$ cat src/include/xbc_cfg.svh
// Purpose: Constants of the external bus controller
// Assumes: Included by bare name
// Notes: Counts, bit positions, a kind code and a reset value
`ifndef XBC_CFG_SVH
`define XBC_CFG_SVH
`define XBC_NWIN 4
`define XBC_FIFO_DEPTH 8
`define XBC_DFLT_RST 11'h000
`define XBC_STRAP_KIND_LSB 6
`define XBC_UA_LSB 3
`define XBC_CS_LSB 0
`define XBC_KIND_MUX_BIT 0
`define XBC_KIND_W16_BIT 1
`define XBC_KIND_MUX8 2'h1
`define XBC_SEG_LSB 16
`endif

$ cat src/include/xbc_pkg.sv
// Purpose: Types of the external bus controller
// Assumes: Nothing
// Notes: Bus kind bit 1 is 16-bit data, bit 0 is multiplexed
`default_nettype none
package xbc_pkg;
    typedef struct packed {
        logic bus_active;
        logic [1:0] bus_kind;
        logic [3:0] waitstates;
        logic ready_en;
        logic ale_ext;
        logic rw_delay;
        logic cs_en;
    } xbc_bus_cfg_t;
    typedef struct packed {
        logic [11:0] base;
        logic [3:0] size;
    } xbc_range_t;
    typedef struct packed {
        logic [23:0] addr;
        logic [15:0] wdata;
        logic write;
        logic word;
        logic internal;
    } xbc_req_t;
    typedef enum logic [2:0] {
        ST_IDLE = 3'h0,
        ST_ALE = 3'h1,
        ST_LATCH = 3'h2,
        ST_DELAY = 3'h3,
        ST_CMD = 3'h4,
        ST_END = 3'h6
    } xbc_state_t;
endpackage
`default_nettype wire

$ cat src/logic/xbc_fifo.sv
// Purpose: Request buffer in front of the bus sequencer
// Assumes: One clock, synchronous reset
// Notes: Depth must be a power of two
`default_nettype none
module xbc_fifo #(
    parameter int WIDTH = 43,
    parameter int DEPTH = 8
) (
    input wire logic mclk,
    input wire logic srst,
    input wire logic in_valid,
    output logic in_ready,
    input wire logic [WIDTH-1:0] in_data,
    output logic out_valid,
    input wire logic out_ready,
    output logic [WIDTH-1:0] out_data
);
    localparam int AW = $clog2(DEPTH);
    logic [WIDTH-1:0] mem_reg [DEPTH];
    logic [AW-1:0] wr_reg;
    logic [AW-1:0] rd_reg;
    logic [AW:0] cnt_reg;
    logic push;
    logic pop;
    assign in_ready = (cnt_reg != (AW+1)'(DEPTH));
    assign out_valid = (cnt_reg != '0);
    assign out_data = mem_reg[rd_reg];
    assign push = in_valid && in_ready;
    assign pop = out_valid && out_ready;
    always_ff @(posedge mclk)
    begin
        if (push)
            mem_reg[wr_reg] <= in_data;
    end
    always_ff @(posedge mclk)
    begin
        if (srst)
        begin
            wr_reg <= '0;
            rd_reg <= '0;
            cnt_reg <= '0;
        end
        else
        begin
            if (push)
                wr_reg <= wr_reg + 1'b1;
            if (pop)
                rd_reg <= rd_reg + 1'b1;
            if (push && !pop)
                cnt_reg <= cnt_reg + 1'b1;
            else if (pop && !push)
                cnt_reg <= cnt_reg - 1'b1;
        end
    end
endmodule // xbc_fifo
`default_nettype wire

$ cat src/logic/xbc_window_match.sv
// Purpose: Address window hit test
// Assumes: Window granule is 4 KByte
// Notes: Size 0 switches the window off; size n spans 2**n granules
`default_nettype none
module xbc_window_match (
    input wire logic [11:0] addr_hi,
    input wire xbc_pkg::xbc_range_t range,
    output logic hit
);
    logic [11:0] mask;
    assign mask = 12'hfff << range.size;
    assign hit = (range.size != 4'h0) && (((addr_hi ^ range.base) & mask) == 12'h000);
endmodule // xbc_window_match
`default_nettype wire

$ cat src/logic/xbc_bus_ctrl.sv
// Purpose: External bus controller, multiplexed and demultiplexed cycles
// Assumes: Pins ad_in, ready_n, straps are asynchronous and synchronised here
// Notes: Reads keep the strobe low three clocks at least, covering the data sync
`include "xbc_cfg.svh"
`default_nettype none
// Function
// Four windows, default config covers the rest
// Window config sets mode, width, timing
// Boot pin high: default config cleared
// Single-chip external access raises trap
// Software may still enable default bus
// Bus only when active; kind code selects
// Boot pin low: kind strapped from port
// Software programs window bus kinds
// In-segment address on muxed or demux port
// Segmentation fields captured at reset
// Segmentation-off decides pointer save
// Mux: 8-bit keeps high byte address
// Upper address lines driven continuously
// ALE and address, then command strobe
// Latch captures address at ALE fall
// Device drives write data in command
// Read: latch data, then release strobe
// Write data held until next cycle
// ALE only for external cycles
// Ready ignored during waitstates
// Strobes active low, high when idle
module xbc_bus_ctrl #(
    parameter int NWIN = `XBC_NWIN,
    parameter int DEPTH = `XBC_FIFO_DEPTH
) (
    input wire logic mclk,
    input wire logic srst,
    input wire logic req_valid,
    output logic req_ready,
    input wire xbc_pkg::xbc_req_t req,
    output logic rsp_valid,
    output logic rsp_trap,
    output logic [15:0] rsp_rdata,
    input wire logic dflt_cfg_wr,
    input wire xbc_pkg::xbc_bus_cfg_t dflt_cfg_wdata,
    output xbc_pkg::xbc_bus_cfg_t default_window_cfg,
    input wire xbc_pkg::xbc_bus_cfg_t window_bus_cfg [NWIN],
    input wire xbc_pkg::xbc_range_t window_range_sel [NWIN],
    input wire logic segmentation_off,
    output logic save_csp,
    input wire logic boot_source_select,
    input wire logic [7:0] reset_config_high_byte,
    input wire logic [15:0] ad_in,
    output logic [15:0] ad_out,
    output logic [1:0] ad_oe,
    output logic [15:0] demux_addr_out,
    output logic [7:0] addr_hi_out,
    output logic [NWIN:0] cs_n,
    output logic ale,
    output logic rd_n,
    output logic wr_lo_n,
    output logic wr_hi_n,
    input wire logic ready_n
);
    localparam int QW = $bits(xbc_pkg::xbc_req_t);
    xbc_pkg::xbc_state_t state_reg;
    xbc_pkg::xbc_req_t fifo_q;
    xbc_pkg::xbc_req_t cur_reg;
    xbc_pkg::xbc_bus_cfg_t cfg_reg;
    xbc_pkg::xbc_bus_cfg_t sel_cfg;
    logic [2:0] sel_idx;
    logic [2:0] cs_idx_reg;
    logic [NWIN-1:0] hit;
    logic fifo_valid;
    logic fifo_pop;
    logic [3:0] cnt_reg;
    logic hi_reg;
    logic boot_s1, boot_s2;
    logic rdy_s1, rdy_s2;
    logic [15:0] ad_s1, ad_s2;
    logic [7:0] rc_s1, rc_s2;
    logic [1:0] ua_cnt_reg;
    logic [2:0] cs_cnt_reg;
    logic start;
    logic trap;
    logic launch;
    logic launch_mux;
    logic [15:0] launch_a;
    logic [15:0] cur_a;
    logic cmd_go;
    logic cmd_done;
    logic split;
    logic w16;
    logic lo_en;
    logic hi_en;
    logic [7:0] wbyte;

    // Requests queue here so the CPU side can post ahead of slow cycles
    xbc_fifo #(
        .WIDTH(QW),
        .DEPTH(DEPTH)
    ) u_fifo (
        .mclk(mclk),
        .srst(srst),
        .in_valid(req_valid),
        .in_ready(req_ready),
        .in_data(req),
        .out_valid(fifo_valid),
        .out_ready(fifo_pop),
        .out_data(fifo_q)
    );

    genvar gi;
    generate
        for (gi = 0; gi < NWIN; gi++)
        begin : g_win
            xbc_window_match u_match (
                .addr_hi(fifo_q.addr[23:12]),
                .range(window_range_sel[gi]),
                .hit(hit[gi])
            );
        end
    endgenerate

    // Lowest numbered window wins an overlap
    always_comb
    begin
        sel_cfg = default_window_cfg;
        sel_idx = 3'h0;
        for (int i = NWIN - 1; i >= 0; i--)
        begin
            if (hit[i])
            begin
                sel_cfg = window_bus_cfg[i];
                sel_idx = 3'(i + 1);
            end
        end
    end

    // Pins are asynchronous to mclk
    always_ff @(posedge mclk)
    begin
        boot_s1 <= boot_source_select;
        boot_s2 <= boot_s1;
        rdy_s1 <= ready_n;
        rdy_s2 <= rdy_s1;
        ad_s1 <= ad_in;
        ad_s2 <= ad_s1;
        rc_s1 <= reset_config_high_byte;
        rc_s2 <= rc_s1;
    end

    // Straps are sampled throughout reset; the last value before release sticks
    always_ff @(posedge mclk)
    begin
        if (srst)
        begin
            if (boot_s2)
                default_window_cfg <= `XBC_DFLT_RST;
            else
            begin
                default_window_cfg <= `XBC_DFLT_RST;
                default_window_cfg.bus_active <= 1'b1;
                default_window_cfg.bus_kind <= ad_s2[`XBC_STRAP_KIND_LSB +: 2];
            end
        end
        else if (dflt_cfg_wr)
            default_window_cfg <= dflt_cfg_wdata;
    end

    always_ff @(posedge mclk)
    begin
        if (srst)
        begin
            ua_cnt_reg <= rc_s2[`XBC_UA_LSB +: 2];
            cs_cnt_reg <= rc_s2[`XBC_CS_LSB +: 3];
        end
    end

    always_ff @(posedge mclk)
    begin
        if (srst)
            save_csp <= 1'b0;
        else
            save_csp <= !segmentation_off;
    end

    assign fifo_pop = (state_reg == xbc_pkg::ST_IDLE) && fifo_valid;
    assign start = fifo_pop && !fifo_q.internal && sel_cfg.bus_active;
    assign trap = fifo_pop && !fifo_q.internal && !sel_cfg.bus_active;
    assign launch = start || (state_reg == xbc_pkg::ST_END);
    assign launch_mux = (state_reg == xbc_pkg::ST_END) ? cfg_reg.bus_kind[`XBC_KIND_MUX_BIT]
        : sel_cfg.bus_kind[`XBC_KIND_MUX_BIT];
    assign launch_a = (state_reg == xbc_pkg::ST_END) ? {cur_reg.addr[15:1], 1'b1}
        : {fifo_q.addr[15:1], fifo_q.addr[0] && !fifo_q.word};
    assign cur_a = {cur_reg.addr[15:1], hi_reg || (cur_reg.addr[0] && !cur_reg.word)};
    assign w16 = cfg_reg.bus_kind[`XBC_KIND_W16_BIT];
    assign cmd_go = (state_reg == xbc_pkg::ST_DELAY) && (cnt_reg == 4'h0);
    assign cmd_done = (state_reg == xbc_pkg::ST_CMD) && (cnt_reg == 4'h0)
        && !(cfg_reg.ready_en && rdy_s2);
    assign split = !w16 && cur_reg.word && !hi_reg;
    assign lo_en = !w16 || cur_reg.word || !cur_reg.addr[0];
    assign hi_en = w16 && (cur_reg.word || cur_reg.addr[0]);
    assign wbyte = cur_a[0] ? cur_reg.wdata[15:8] : cur_reg.wdata[7:0];

    always_ff @(posedge mclk)
    begin
        if (srst)
        begin
            state_reg <= xbc_pkg::ST_IDLE;
            cnt_reg <= 4'h0;
            cur_reg <= '0;
            cfg_reg <= '0;
            hi_reg <= 1'b0;
            cs_idx_reg <= 3'h0;
        end
        else
        begin
            case (state_reg)
                xbc_pkg::ST_IDLE:
                begin
                    if (start)
                    begin
                        cur_reg <= fifo_q;
                        cfg_reg <= sel_cfg;
                        cs_idx_reg <= sel_idx;
                        hi_reg <= 1'b0;
                        cnt_reg <= {3'h0, sel_cfg.ale_ext};
                        state_reg <= xbc_pkg::ST_ALE;
                    end
                end
                xbc_pkg::ST_ALE:
                begin
                    if (cnt_reg != 4'h0)
                        cnt_reg <= cnt_reg - 4'h1;
                    else
                        state_reg <= xbc_pkg::ST_LATCH;
                end
                xbc_pkg::ST_LATCH:
                begin
                    cnt_reg <= {3'h0, cfg_reg.rw_delay};
                    state_reg <= xbc_pkg::ST_DELAY;
                end
                xbc_pkg::ST_DELAY:
                begin
                    if (cnt_reg != 4'h0)
                        cnt_reg <= cnt_reg - 4'h1;
                    else
                    begin
                        // Read data passes two sync flops, so it must be sampled inside the strobe
                        cnt_reg <= (cur_reg.write || cfg_reg.waitstates > 4'h1) ? cfg_reg.waitstates : 4'h2;
                        state_reg <= xbc_pkg::ST_CMD;
                    end
                end
                xbc_pkg::ST_CMD:
                begin
                    if (cnt_reg != 4'h0)
                        cnt_reg <= cnt_reg - 4'h1;
                    else if (cmd_done)
                    begin
                        hi_reg <= split;
                        state_reg <= split ? xbc_pkg::ST_END : xbc_pkg::ST_IDLE;
                    end
                end
                xbc_pkg::ST_END:
                begin
                    cnt_reg <= {3'h0, cfg_reg.ale_ext};
                    state_reg <= xbc_pkg::ST_ALE;
                end
                default:
                    state_reg <= xbc_pkg::ST_IDLE;
            endcase
        end
    end

    always_ff @(posedge mclk)
    begin
        if (srst)
            ale <= 1'b0;
        else if (launch)
            ale <= 1'b1;
        else if (state_reg == xbc_pkg::ST_ALE && cnt_reg == 4'h0)
            ale <= 1'b0;
    end

    // Shared port: address at launch, data from latch phase, held while idle
    always_ff @(posedge mclk)
    begin
        if (srst)
        begin
            ad_out <= 16'h0000;
            ad_oe <= 2'h0;
            demux_addr_out <= 16'h0000;
        end
        else if (launch)
        begin
            demux_addr_out <= launch_a;
            ad_out <= launch_a;
            ad_oe <= launch_mux ? 2'h3 : 2'h0;
        end
        else if (state_reg == xbc_pkg::ST_LATCH)
        begin
            if (!w16)
            begin
                ad_out[7:0] <= wbyte;
                ad_oe[0] <= cur_reg.write;
                ad_oe[1] <= cfg_reg.bus_kind[`XBC_KIND_MUX_BIT];
            end
            else
            begin
                ad_out <= cur_reg.word ? cur_reg.wdata : {wbyte, wbyte};
                ad_oe <= {2{cur_reg.write}};
            end
        end
    end

    always_ff @(posedge mclk)
    begin
        if (srst)
        begin
            rd_n <= 1'b1;
            wr_lo_n <= 1'b1;
            wr_hi_n <= 1'b1;
        end
        else if (cmd_go)
        begin
            rd_n <= cur_reg.write;
            wr_lo_n <= !(cur_reg.write && lo_en);
            wr_hi_n <= !(cur_reg.write && hi_en);
        end
        else if (cmd_done)
        begin
            rd_n <= 1'b1;
            wr_lo_n <= 1'b1;
            wr_hi_n <= 1'b1;
        end
    end

    always_ff @(posedge mclk)
    begin
        if (srst)
        begin
            rsp_valid <= 1'b0;
            rsp_trap <= 1'b0;
            rsp_rdata <= 16'h0000;
        end
        else
        begin
            rsp_valid <= (fifo_pop && !start) || (cmd_done && !split);
            rsp_trap <= trap;
            if (cmd_done && !cur_reg.write)
            begin
                if (w16)
                    rsp_rdata <= ad_s2;
                else if (cur_a[0])
                    rsp_rdata[15:8] <= ad_s2[7:0];
                else
                    rsp_rdata[7:0] <= ad_s2[7:0];
            end
        end
    end

    // Upper lines stay put between cycles so no external latch is needed
    always_ff @(posedge mclk)
    begin
        if (srst)
            addr_hi_out <= 8'h00;
        else if (start)
            addr_hi_out <= segmentation_off ? 8'h00
                : fifo_q.addr[`XBC_SEG_LSB +: 8] & (8'hff >> {ua_cnt_reg, 1'b0});
    end

    always_ff @(posedge mclk)
    begin
        if (srst)
            cs_n <= '1;
        else if (start && sel_cfg.cs_en && sel_idx < cs_cnt_reg && !segmentation_off)
            cs_n <= ~((NWIN+1)'(1) << sel_idx);
        else if (cmd_done && !split)
            cs_n <= '1;
    end
endmodule // xbc_bus_ctrl
`default_nettype wire

$ cat config.mk
export PLATFORM = sky130hd
export DESIGN_NAME = xbc_bus_ctrl
export DESIGN_NICKNAME = d
export VERILOG_FILES = /design/src/include/xbc_pkg.sv /design/src/logic/xbc_fifo.sv /design/src/logic/xbc_window_match.sv /design/src/logic/xbc_bus_ctrl.sv
export VERILOG_INCLUDE_DIRS = /design/src /design/src/include
export SDC_FILE = /design/constraint.sdc
export NUM_CORES = 1
export LEC_CHECK = 0
export BUFFER_PORTS_ARGS = -buffer_cell sky130_fd_sc_hd__buf_4
export CAP_MARGIN = 20
export CORE_UTILIZATION = 34
export CTS_CLUSTER_SIZE = 40
export DETAILED_ROUTE_END_ITERATION = 12
export PLACE_DENSITY = 0.57
export SYNTH_ARGS = -nofsm -noshare
export SYNTH_HDL_FRONTEND = slang
export SYNTH_HIERARCHICAL = 1
export SYNTH_SLANG_ARGS = --single-unit
$ cat constraint.sdc
create_clock -name mclk -period 6.7 [get_ports mclk]
set_input_delay 0.335 -clock mclk [delete_from_list [all_inputs] [get_ports mclk]]
set_output_delay 0.335 -clock mclk [all_outputs]
set_load 0.01 [all_outputs]
* After elaboration in Yosys (flattened, before gate mapping)
Memory sizes are Yosys's and may differ from the RTL's. A register that Yosys moved wholly into a read port is not among the register bits.
Index checks and enable logic that the tools add are counted.
** Word-level totals
- RAM bits :: 344
- Output and inout bits :: 82
- Bits in registers :: 193
- Memories kept :: 1
- Bits of input ports :: 193
- Logic and storage cells :: 224
** Memory list
- u_fifo.mem_reg :: words 8, width 43, read ports 1, clocked after memory_dff 1, wr ports 1, line xbc_fifo.sv:19 : logic [WIDTH-1:0] mem_reg [DEPTH];
** Operators by class
- $lt $le $gt $ge :: 2
- Eq/ne operators :: 13
- Multiplexer cells :: 57
- Reduce and logical (&&, ||, !) cells :: 83
- Bitwise logic cells :: 10
- Shifts and indexed selects :: 6
- Add/subtract/negate cells :: 5
** Operators by type and width (number)
- $mux 16 :: 5
- $mux 11 :: 7
- $and 12x12->12 :: 4
- $logic_not 12->1 :: 4
- $mux 8 :: 6
- $shl 12x4->12 const A :: 4
- $xor 12x12->12 :: 4
- $mux 3 :: 12
- $logic_and 1x1->1 :: 30
- $mux 4 :: 6
- $reduce_bool 4->1 :: 6
- $pmux 4 s5 :: 1
- $pmux 3 s6 :: 1
- $reduce_bool 2->1 :: 9
- $logic_not 1->1 :: 16
- $mux 1 :: 12
- $ne 2x2->1 const B :: 6
- $mux 5 :: 2
- $and 8x8->8 :: 1
- $mux 2 :: 4
- $reduce_and 2->1 :: 4
- $shr 8x3->8 const A :: 1
- $sub 4x1->4 const B :: 2
- $logic_or 1x1->1 :: 7
- 19 further kinds :: 22

* Logic depth before layout (Yosys ltp)
Gate-level depths: netlist of the first run.
- Depth after elaboration :: 13
- Depth in mapped cells :: 19
- Depth with buffers taken out :: 15

* By module
Netlist of the first run, hierarchy kept.
** By module, submodules not included
- xbc_fifo :: times used 1, area an instance 13809.5 um2, seq. area each 10590.2 um2, cells an instance 571
- xbc_bus_ctrl :: times used 1, area an instance 7248.2 um2, seq. area each 3823.7 um2, cells an instance 770
- xbc_window_match :: times used 4, area an instance 216.5 um2, seq. area each 0.0 um2, cells an instance 32

* Worst setup path before layout of the first run
No wires, ideal clock.
- Kind :: reg2reg
- From :: register u_fifo.cnt_reg[0]
- To :: memory u_fifo.mem_reg[0][0], enable pin
- Data arrival time :: 5010 ps
- Setup slack :: 1140 ps
- Data required time :: 6150 ps
- Cell stages (with the launch flop) :: 5
- Clock period less this slack :: 5560 ps
- Path buffers :: 1
- Cell sequence :: dfxtp_1 or4b_1 clkbuf_1 nand2_2 nor4_1
** Between the ends
- Word-level cells in the longest chain between the ends :: 4
** Ends and longest elaborated chain
- from (decl) :: line xbc_fifo.sv:22 : logic [AW:0] cnt_reg;
- from (signal assigned) :: line xbc_fifo.sv:50 : cnt_reg <= cnt_reg + 1'b1;
- from (signal assigned) :: line xbc_fifo.sv:52 : cnt_reg <= cnt_reg - 1'b1;
- $ne 4x4->1 :: line xbc_fifo.sv:25 : assign in_ready = (cnt_reg != (AW+1)'(DEPTH));
- named net req_ready :: line xbc_bus_ctrl.sv:35 : output logic req_ready,
- $logic_and 1x1->1 :: line xbc_fifo.sv:28 : assign push = in_valid && in_ready;
- $mux 1 :: line xbc_fifo.sv:32 : if (push)
- $mux 1 (implied by the code) :: line xbc_fifo.sv:33 : mem_reg[wr_reg] <= in_data;
- to (decl) :: line xbc_fifo.sv:19
The timed path passes the listed nets, and every way through them passes these cells.

==> results of run 1 <==
[worst max path at each step]
stage                                         startpoint                              to  cells past startpoint
after floorplan           u_fifo/cnt_reg[0]$_SDFFE_PP0P_  u_fifo/mem_reg[0][0]$_DFFE_PP_                      4
after global placement                          register            cs_n[4]$_SDFFE_PP1P_                     15
after detailed placement                        register            cs_n[0]$_SDFFE_PP1P_                     15
after CTS                                       register            cs_n[0]$_SDFFE_PP1P_                     15
after global routing                            register            cs_n[0]$_SDFFE_PP1P_                     15
final                                           register            cs_n[0]$_SDFFE_PP1P_                     15
[per-layer routing]
metal | global-route usage [%] | up-vias
met2 | 26.95 | 315
li1 | - | 6335
met3 | 2.704 | 90
met1 | 22.24 | 6787
met5 | 0 | -
met4 | 5.256 | 10
[critical path, stage by stage, from the launching register on]
cell and delay [ns]:
dfxtp_4 0.89, mux4_1 0.65, mux2_4 0.35, xnor2_1 0.19, o21ai_0 0.15, a21oi_1 0.17
a21oi_1 0.09, nor3_2 0.54, inv_1 0.40, and3_1 0.26, ha_1 0.28, a211oi_1 0.22
o21ai_0 0.19, or4_4 0.54, nor4_1 0.19, a21oi_1 0.07
[cells in the final DEF, fill, tap and decap left out, types with 5 or more instances in the layout]
| master | Yosys | routed |
|---|---|---|
| o21ai_0 | 28 | 28 |
| nor3_1 | 27 | 19 |
| nand4_1 | 5 | 5 |
| o41ai_1 | 5 | 5 |
| nor2b_1 | 15 | 15 |
| edfxtp_1 | 360 | 360 |
| mux4_2 | 68 | 68 |
| a211oi_1 | 20 | 20 |
| clkinv_1 | 0 | 6 |
| mux2i_1 | 37 | 37 |
| dfxtp_1 | 180 | 177 |
| xnor2_1 | 42 | 42 |
| o211ai_1 | 10 | 10 |
| clkbuf_16 | 0 | 61 |
| o21bai_1 | 8 | 8 |
| nand2_1 | 137 | 136 |
| dlygate4sd3_1 | 0 | 78 |
| clkbuf_1 | 48 | 10 |
| o22ai_1 | 5 | 5 |
| clkbuf_8 | 0 | 7 |
| a22oi_1 | 8 | 8 |
| mux4_1 | 18 | 18 |
| a21oi_1 | 103 | 103 |
| a311oi_1 | 23 | 23 |
| o31a_1 | 6 | 6 |
| nor3_2 | 1 | 9 |
| ha_1 | 8 | 8 |
| xor2_1 | 13 | 13 |
| nand3_1 | 21 | 21 |
| nor2_1 | 83 | 80 |
| inv_1 | 20 | 20 |
| buf_4 | 6 | 295 |
| clkinv_2 | 0 | 10 |
| mux2_4 | 40 | 40 |
| mux2_2 | 22 | 22 |
| nand2b_1 | 7 | 7 |
| nor4_1 | 6 | 5 |
[power breakdown]
group          internal, mW  leakage, nW  switching, mW
clock network          1.86        0.936           1.31
logic                  1.27         4.05           1.50
registers              3.88         4.77          0.255
[layout make-up]
type / count / share of cell area [%]
tap: 846 / 3.845
multi-input combinational: 828 / 25.62
sequential: 540 / 52.39
clock inverter: 25 / 0.9272
antenna: 2 / 0.01818
timing repair buffer: 373 / 10.88
inverter: 21 / 0.2863
clock buffer: 78 / 6.031
[stage by stage]
| step | cells | util, % | setup slack (ns) |
|---|---|---|---|
| CTS | 2710 | 43.38 | 1.281 |
| finish | 2713 | 43.40 | 1.346 |
| global route | 2712 | 43.40 | 0.8871 |
| global placement | 2529 | 39.13 | 1.346 |
| detailed placement | 2529 | 39.13 | 1.326 |
| floorplan | 1469 | - | 1.140 |
[cell families (layout without fill, tap and decap cells)]
logic type / count (synthesis) / after routing
XOR/XNOR: 55 / 55
buffers and inverters: 101 / 497
adder cells (fa/ha/maj): 9 / 9
multiplexers: 186 / 186
AND/OR/NAND/NOR: 330 / 330
AO/OA/AOI/OAI: 248 / 248
flip-flops: 540 / 540
other: 0 / 2
==> impl_metrics.ini, run 1 <==
[clocking]
cts.htree.levels = 2
cts-root-buf = clkbuf_16
cts_buffer_depth = 3
cts_hold_buf = 78
cts_tree = yes
numCtsBuffers = 56
cts_resized = 0
cts_sinks = 540
clock_latency_ns = 0.63
path_clk_slew_ns = 0.06
cts_setup_buffers = 0

[final_layout]
stdcell_area_um2 = 27530
num-fill-cells = 5746
drive_above_1_share_pct = 29.44
multi_input_area_um2 = 7053
largest_reg_flops = 344
finalNetCount = 2022
area_growth_pct = 25.57
regArea_um2 = 14420

[synth]
yosys.area_share.simple_pct = 6.940
syn-num-nets = 1671
muxShareOfSynthArea_pct = 14.75
synth_top_family_by_area = multiplexers
synthXorXnorAreaFrac_pct = 2.197
ys_seq_elements = 540
syn_inst = 1469
synth_common_cells = 360 x edfxtp_1, 180 x dfxtp_1, 137 x nand2_1, 103 x a21oi_1, 83 x nor2_1
yosys_warnings = 6
synth-adder-area-share_pct = 0.5479
yosysTopAreaCell = edfxtp_1
synthTopCellsByArea = edfxtp_1 49%, dfxtp_1 16%, mux4_2 7.0%
synth_cell_types = 77
ys_seq_area_share_pct = 65.75
synth_compound_area_share_pct = 7.385
async_flop_share_pct = 0
syn_avg_cell_area_um2 = 14.92
yosysTopAreaCellShare_pct = 49.31
yosysMostFrequentCell = edfxtp_1
synth_edf_count = 360
synthFlopType = edfxtp_1
synth_area_um2 = 21920

[worst_setup_path]
crit_fanout = 40
crit_type = register to register
start_kind = register
worst-r2r-setup-slack_ns = 1.35
r2r_end = cs_n[0]$_SDFFE_PP1P_
worstPathArrival_ns = 5.85
r2r.worst_path.cells = 15
worst_setup_path_end_kind = register
critPathRequiredTime_ns = 7.20

[job]
cap_violations = 0

[power]
p_per_area_nw_per_um2 = 365.7
max-vdd-ir-drop_uv = 223.3
p_total_mw = 10.07
p_leak_nw = 9.752

[timing]
final_max_slew_viol_count = 0
fmax_mhz = 186.8
finalCritPeriodShare_pct = 79.90
fin_tns_setup_ns = 0
rsz0062_at_grt = no
setup_viol = 0
holdWs_ns = 0.03973
max_slew_margin_pct = 36.25
skew_ns = 0.02231
tightest_slew_ns = 0.9562
period_minus_slack_ns = 5.354
hold_viol_final = 0

[global_routing]
grt-ovfl-total = 0
grt_pass1_vias = 13570
grtUsageTotal_pct = 16.45
antenna_found_initial = 7
grt_max_degree = 84
grt_pass1_wl_um = 82510

[die]
fp.dieW_um = 255.9
io_pins = 275
core_area_um2 = 63430
num_rows = 92
die_y_um = 255.9
start_util_pct = 34.57
dieArea_um2 = 65500

[hold_path]
hp-start = window_bus_cfg[42]
hold_path_depth = 3
hold_path_class = primary input to register
min_to = cfg_reg[9]$_SDFFE_PP0P_

[drt]
drt_pass1_iterations = 5
viasPerCell = 4.990
vias = 13540
wl_met2_um = 26390
routed.top_layer = met5
ant_nets = 0
wire_per_inst_um = 20.30
drc_errors = 0
met3WireLength_um = 2336
drt_iter0_markers = 857
drt-total-wl_um = 55070
wl_met1_um = 25040

[outcome]
status = completed

[placement]
io_buffers = 271
postPlaceCellArea_um2 = 24820
gp_congestion = 0.8327
dp_hpwl_um = 35230
Power figures use the tool's default switching activity.
==> inputs of run 2 (changes only) <==
==> constraint.sdc (replaced) <==
create_clock -name mclk -period 5.35 [get_ports mclk]
set_input_delay 0.2675 -clock mclk [delete_from_list [all_inputs] [get_ports mclk]]
set_output_delay 0.2675 -clock mclk [all_outputs]
set_load 0.01 [all_outputs]
==> run 2 against run 1 <==
Clock-buffer cell count is 11 lower. Final area grew 0.61%. Critical endpoint is now ad_out[8]$_SDFFE_PP0P_. Highest routed layer unchanged. Via count is 0.37% higher. Utilization rose by 0.26 points. Sequential share of layout area fell by 0.32 points. Largest cell class unchanged. Critical path depth fell by 2.
==> impl_metrics.ini, run 2 (synthesized netlist as in run 1, its figures left out) <==
[die]
dieArea_um2 = 65500
start_util_pct = 34.57
io_pins = 275
num_rows = 92
core_area_um2 = 63430
fp.dieW_um = 255.9
die_y_um = 255.9

[global_routing]
grt_pass1_wl_um = 83950
grt_pass1_vias = 14020
grt_max_degree = 76
antenna_found_initial = 7
grt-ovfl-total = 0
grtUsageTotal_pct = 16.74

[worst_setup_path]
critPathMaxStageDelay_ns = 0.65
start_kind = register
crit_path_cell_trace = buf_4 -> mux4_2 -> mux2_4 -> xnor2_1 -> nand4_1 -> o21bai_1 -> a21oi_1 -> nor3_2 -> mux2i_1 -> o211a_1 -> nor2_4 -> a22oi_1 -> a311oi_1
worstPathArrival_ns = 5.32
cp_slowest_cell = nor2_4
worst-r2r-setup-slack_ns = 0.53
critPathRequiredTime_ns = 5.85
crit_fanout = 29
crit_type = register to register
worst_setup_path_end_kind = register

[drt]
viasPerCell = 4.970
drt_pass1_iterations = 5
wire_per_inst_um = 20.47
routed.top_layer = met5
drt_iter0_markers = 820
wl_met1_um = 24550
vias = 13590
drc_errors = 0
wl_met2_um = 27480
met3WireLength_um = 2691
drt-total-wl_um = 55950
ant_nets = 0

[clocking]
cts_tree = yes
cts_buffer_depth = 3
cts.htree.levels = 2
clock_latency_ns = 0.62
cts_sinks = 540
path_clk_slew_ns = 0.06
numCtsBuffers = 56
cts-root-buf = clkbuf_16

[power]
internal_power_mw = 8.807
switching_share_pct = 30.47
p_sw_mw = 3.860
p_comb_share_pct = 28.1
power.share.sequential_pct = 40.6
power_frac_clock_pct = 31.3
max-vdd-ir-drop_uv = 287.5
p_per_area_nw_per_um2 = 457.3
p_leak_nw = 9.820

[final_layout]
finalNetCount = 2041
drive_above_1_share_pct = 29.43
utilization_pct = 43.67
largest_reg_flops = 344
area_growth_pct = 26.33
finalNonFillerCells = 2734
final_cell_mix = 360 x edfxtp_1, 304 x buf_4, 177 x dfxtp_1
final_common_cell = edfxtp_1
stdcell_area_um2 = 27700

[placement]
dp_cells = 2539
dp_hpwl_um = 36440
io_buffers = 271
dp_slack_ns = 0.4770
postPlaceCellArea_um2 = 24920
gp_congestion = 0.8387

[job]
cap_violations = 0

[timing]
setup_ws_ns = 0.5313
tightest_slew_ns = 1.031
setup_viol = 0
max_slew_margin_pct = 31.10
finalCritPeriodShare_pct = 90.07
period_minus_slack_ns = 4.819
rsz0062_at_grt = no
skew_ns = 0.02598
hold_viol_final = 0
fin_tns_setup_ns = 0
fmax_mhz = 207.5
final_max_slew_viol_count = 0

[outcome]
status = completed

[hold_path]
hold_path_class = primary input to register
[run 2: changes by cell type in the layout (fill, tap and decap cells not counted), sizes merged]
cell         change
clkinvlp         +2
clkbuf          -11
dlygate4sd3      +9
inv              -2
bufinv           +5
buf             +10
clkinv           +8
[run 2: power by group through the flow]
stage	clock network (mW)	registers (mW)	logic, mW
floorplan	0	5.15	2.46
global placement	0	5.22	3.48
detailed placement	0	5.24	3.52
CTS	4.07	5.15	3.60
global route	4.21	5.19	3.86
finish	3.96	5.15	3.56
[run 2: area by class of cell]
| cell class | count | area (um2) |
|---|---|---|
| Clock buffer | 67 | 1443 |
| Clock inverter | 38 | 454.2 |
| Tap cell | 846 | 1059 |
| Inverter | 21 | 78.83 |
| Sequential cell | 540 | 14420 |
| Timing Repair Buffer | 392 | 3173 |
| Fill cell | 5710 | 35730 |
| Multi-Input combinational cell | 828 | 7062 |
| Antenna cell | 2 | 5.005 |
[run 2: critical path, delay by kind of cell (launching register included)]
kind,cells,cell delay (ns)
flip-flops,1,0.57
AND/OR/NAND/NOR,3,1.30
XOR/XNOR,1,0.21
multiplexers,3,1.13
buffers and inverters,1,0.26
AO/OA/AOI/OAI,5,1.21
[run 2: timing repair]
item	4_1_cts	5_1_grt
setup buffers	0	0
hold endpoints to repair	391	0
hold buffers	87	0
gates resized for setup	0	0
endpoints found under the setup margin	0	0
[run 2: path summary, 6_finish.rpt]
check,startpoint,to,cells after the start
worst max-delay path,register,ad_out[8]$_SDFFE_PP0P_,13
worst min-delay path,window_bus_cfg[41],cfg_reg[8]$_SDFFE_PP0P_,5
worst max register to register,register,ad_out[8]$_SDFFE_PP0P_,13
worst min register to register,ad_s1[14]$_DFF_P_,ad_s2[14]$_DFF_P_,0
[run 2: metal layers]
| metal | vias to the layer above | GRT usage (%) |
|---|---|---|
| met3 | 91 | 2.921 |
| met1 | 6773 | 21.76 |
| met2 | 336 | 28.54 |
| met5 | - | 0 |
| li1 | 6377 | - |
| met4 | 10 | 4.857 |
[run 2: stage by stage]
step	hold WS [ns]	total power, mW
after floorplan	0.2952	7.604
after global placement	0.3118	8.694
after detailed placement	0.3136	8.759
after CTS	0.05228	12.81
after global routing	0.1078	13.26
final	0.08948	12.67
==> inputs of run 3 (changes only) <==
--- a/config.mk
+++ b/config.mk
@@ -8,6 +8,7 @@
 export LEC_CHECK = 0
 export BUFFER_PORTS_ARGS = -buffer_cell sky130_fd_sc_hd__buf_4
 export CAP_MARGIN = 20
+export CORE_MARGIN = 3
 export CORE_UTILIZATION = 34
 export CTS_CLUSTER_SIZE = 40
 export DETAILED_ROUTE_END_ITERATION = 12
==> run 3 against run 2 <==
Routed wire length is 0.39% higher. Largest power group unchanged. Non-clock buffer count decreased by 1. Critical endpoint is now ad_out[9]$_SDFFE_PP0P_. Die area is 3.2% higher.
==> impl_metrics.ini, run 3 (synthesized netlist as in run 1, its figures left out) <==
[outcome]
status = completed

[worst_setup_path]
start_kind = register
worst_setup_path_end_kind = register
r2r.worst_path.cells = 13
cp_slowest_cell = nor2_4
cp_top_family = compound AO/OA/AOI/OAI gates
worstPathArrival_ns = 5.36
crit_type = register to register
critPathRequiredTime_ns = 5.87
critPathBufInv = 1
crit_fanout = 26
r2r_end = ad_out[9]$_SDFFE_PP0P_
crit_path_cell_trace = buf_4 -> mux4_1 -> mux2_4 -> xnor2_1 -> o21ai_0 -> a21oi_1 -> a21oi_1 -> nor3_2 -> mux2i_1 -> o211a_1 -> nor2_4 -> a22oi_1 -> a311oi_1
worst-r2r-setup-slack_ns = 0.51
cp_common_cell = a21oi_1
path_depth = 13
critPathMaxStageDelay_ns = 0.58

[placement]
dp_slack_ns = 0.4965
postPlaceCellArea_um2 = 24900
io_buffers = 271
gp_congestion = 0.8035
dp_hpwl_um = 36820

[timing]
max_slew_margin_pct = 28.12
finalCritPeriodShare_pct = 90.55
fin_tns_setup_ns = 0
period_minus_slack_ns = 4.845
setup_ws_ns = 0.5055
tightest_slew_ns = 1.076
skew_ns = 0.02164
fmax_mhz = 206.4
final_max_slew_viol_count = 0
holdWs_ns = 0.04173
setup_viol = 0
hold_viol_final = 0
rsz0062_at_grt = no

[clocking]
cts_tree = yes
cts_hold_buf = 85
clock_latency_ns = 0.63
numCtsBuffers = 57
cts-root-buf = clkbuf_16
cts_setup_buffers = 0
cts.htree.levels = 2
path_clk_slew_ns = 0.06
cts_resized = 0
cts_buffer_depth = 3
cts_sinks = 540

[drt]
drt_iter0_markers = 916
drt_pass1_iterations = 5
drc_errors = 0
wire_per_inst_um = 20.52
vias = 13620
ant_nets = 0
drt-total-wl_um = 56170
viasPerCell = 4.976

[die]
num_rows = 92
core_area_um2 = 63430
start_util_pct = 34.57
dieArea_um2 = 67560
fp.dieW_um = 259.9
io_pins = 275
die_y_um = 259.9

[power]
max-vdd-ir-drop_uv = 275.2
p_per_area_nw_per_um2 = 452.1
p_leak_nw = 9.814

[global_routing]
grt_pass1_vias = 14060
grt_max_degree = 80
grt_pass1_wl_um = 84610
grtUsageTotal_pct = 16.33
grt-ovfl-total = 0
antenna_found_initial = 6

[final_layout]
drive_above_1_share_pct = 29.84
final_cell_mix = 360 x edfxtp_1, 304 x buf_4, 177 x dfxtp_1
largest_reg_flops = 344
finalNetCount = 2041
stdcell_area_um2 = 27640
num-fill-cells = 5733
area_growth_pct = 26.09
final_common_cell = edfxtp_1
utilization_pct = 43.58

[job]
cap_violations = 0

[hold_path]
hold_path_depth = 3
min_to = cfg_reg[3]$_SDFFE_PP0P_
hp-start = window_bus_cfg[36]
hold_path_class = primary input to register
-- run 3: power breakdown --
part           total (mW)  switching [mW]  internal (mW)
registers            5.16           0.304           4.86
logic                3.51            1.90           1.61
clock network        3.82            1.65           2.17
-- run 3: cell type report --
cell class / instances / area [um2] / share of cell area, %
Antenna cell: 4 / 10.01 / 0.03621
Clock buffer: 66 / 1501 / 5.432
Clock inverter: 41 / 329.1 / 1.190
Inverter: 21 / 78.83 / 0.2852
Multi-Input combinational cell: 828 / 7062 / 25.55
Sequential cell: 540 / 14420 / 52.17
Tap cell: 846 / 1059 / 3.829
Timing Repair Buffer: 391 / 3181 / 11.51
-- run 3: metal layers --
layer  GRT usage, %  vias to the layer above  wire (um)
met5              0                        -         27
li1               -                     6391          -
met2          27.75                      330      27560
met3          2.970                       71       3075
met4          4.080                        4        910
met1          21.62                     6824      24600
-- run 3: worst max-delay path by stage --
stage                                   to  slack (ns)
floorplan             cs_n[0]$_SDFFE_PP1P_        0.92
global route        ad_out[9]$_SDFFE_PP0P_        0.08
CTS                   cs_n[4]$_SDFFE_PP1P_        0.47
finish              ad_out[9]$_SDFFE_PP0P_        0.51
detailed placement    cs_n[4]$_SDFFE_PP1P_        0.50
global placement      cs_n[4]$_SDFFE_PP1P_        0.52
-- run 3: metrics by stage --
stage,instances,total power [mW]
2_1_floorplan,1469,7.604
3_3_place_gp,2538,8.670
3_5_place_dp,2539,8.732
4_1_cts,2731,12.64
5_1_grt,2734,13.13
6_report,2737,12.50
-- run 3: worst reg2reg max path, stage by stage, from the launching register on --
cell and delay [ns]:
dfxtp_4 0.57, buf_4 0.26, mux4_1 0.56, mux2_4 0.35
xnor2_1 0.21, o21ai_0 0.15, a21oi_1 0.18, a21oi_1 0.09
nor3_2 0.54, mux2i_1 0.24, o211a_1 0.39, nor2_4 0.58
a22oi_1 0.31, a311oi_1 0.33
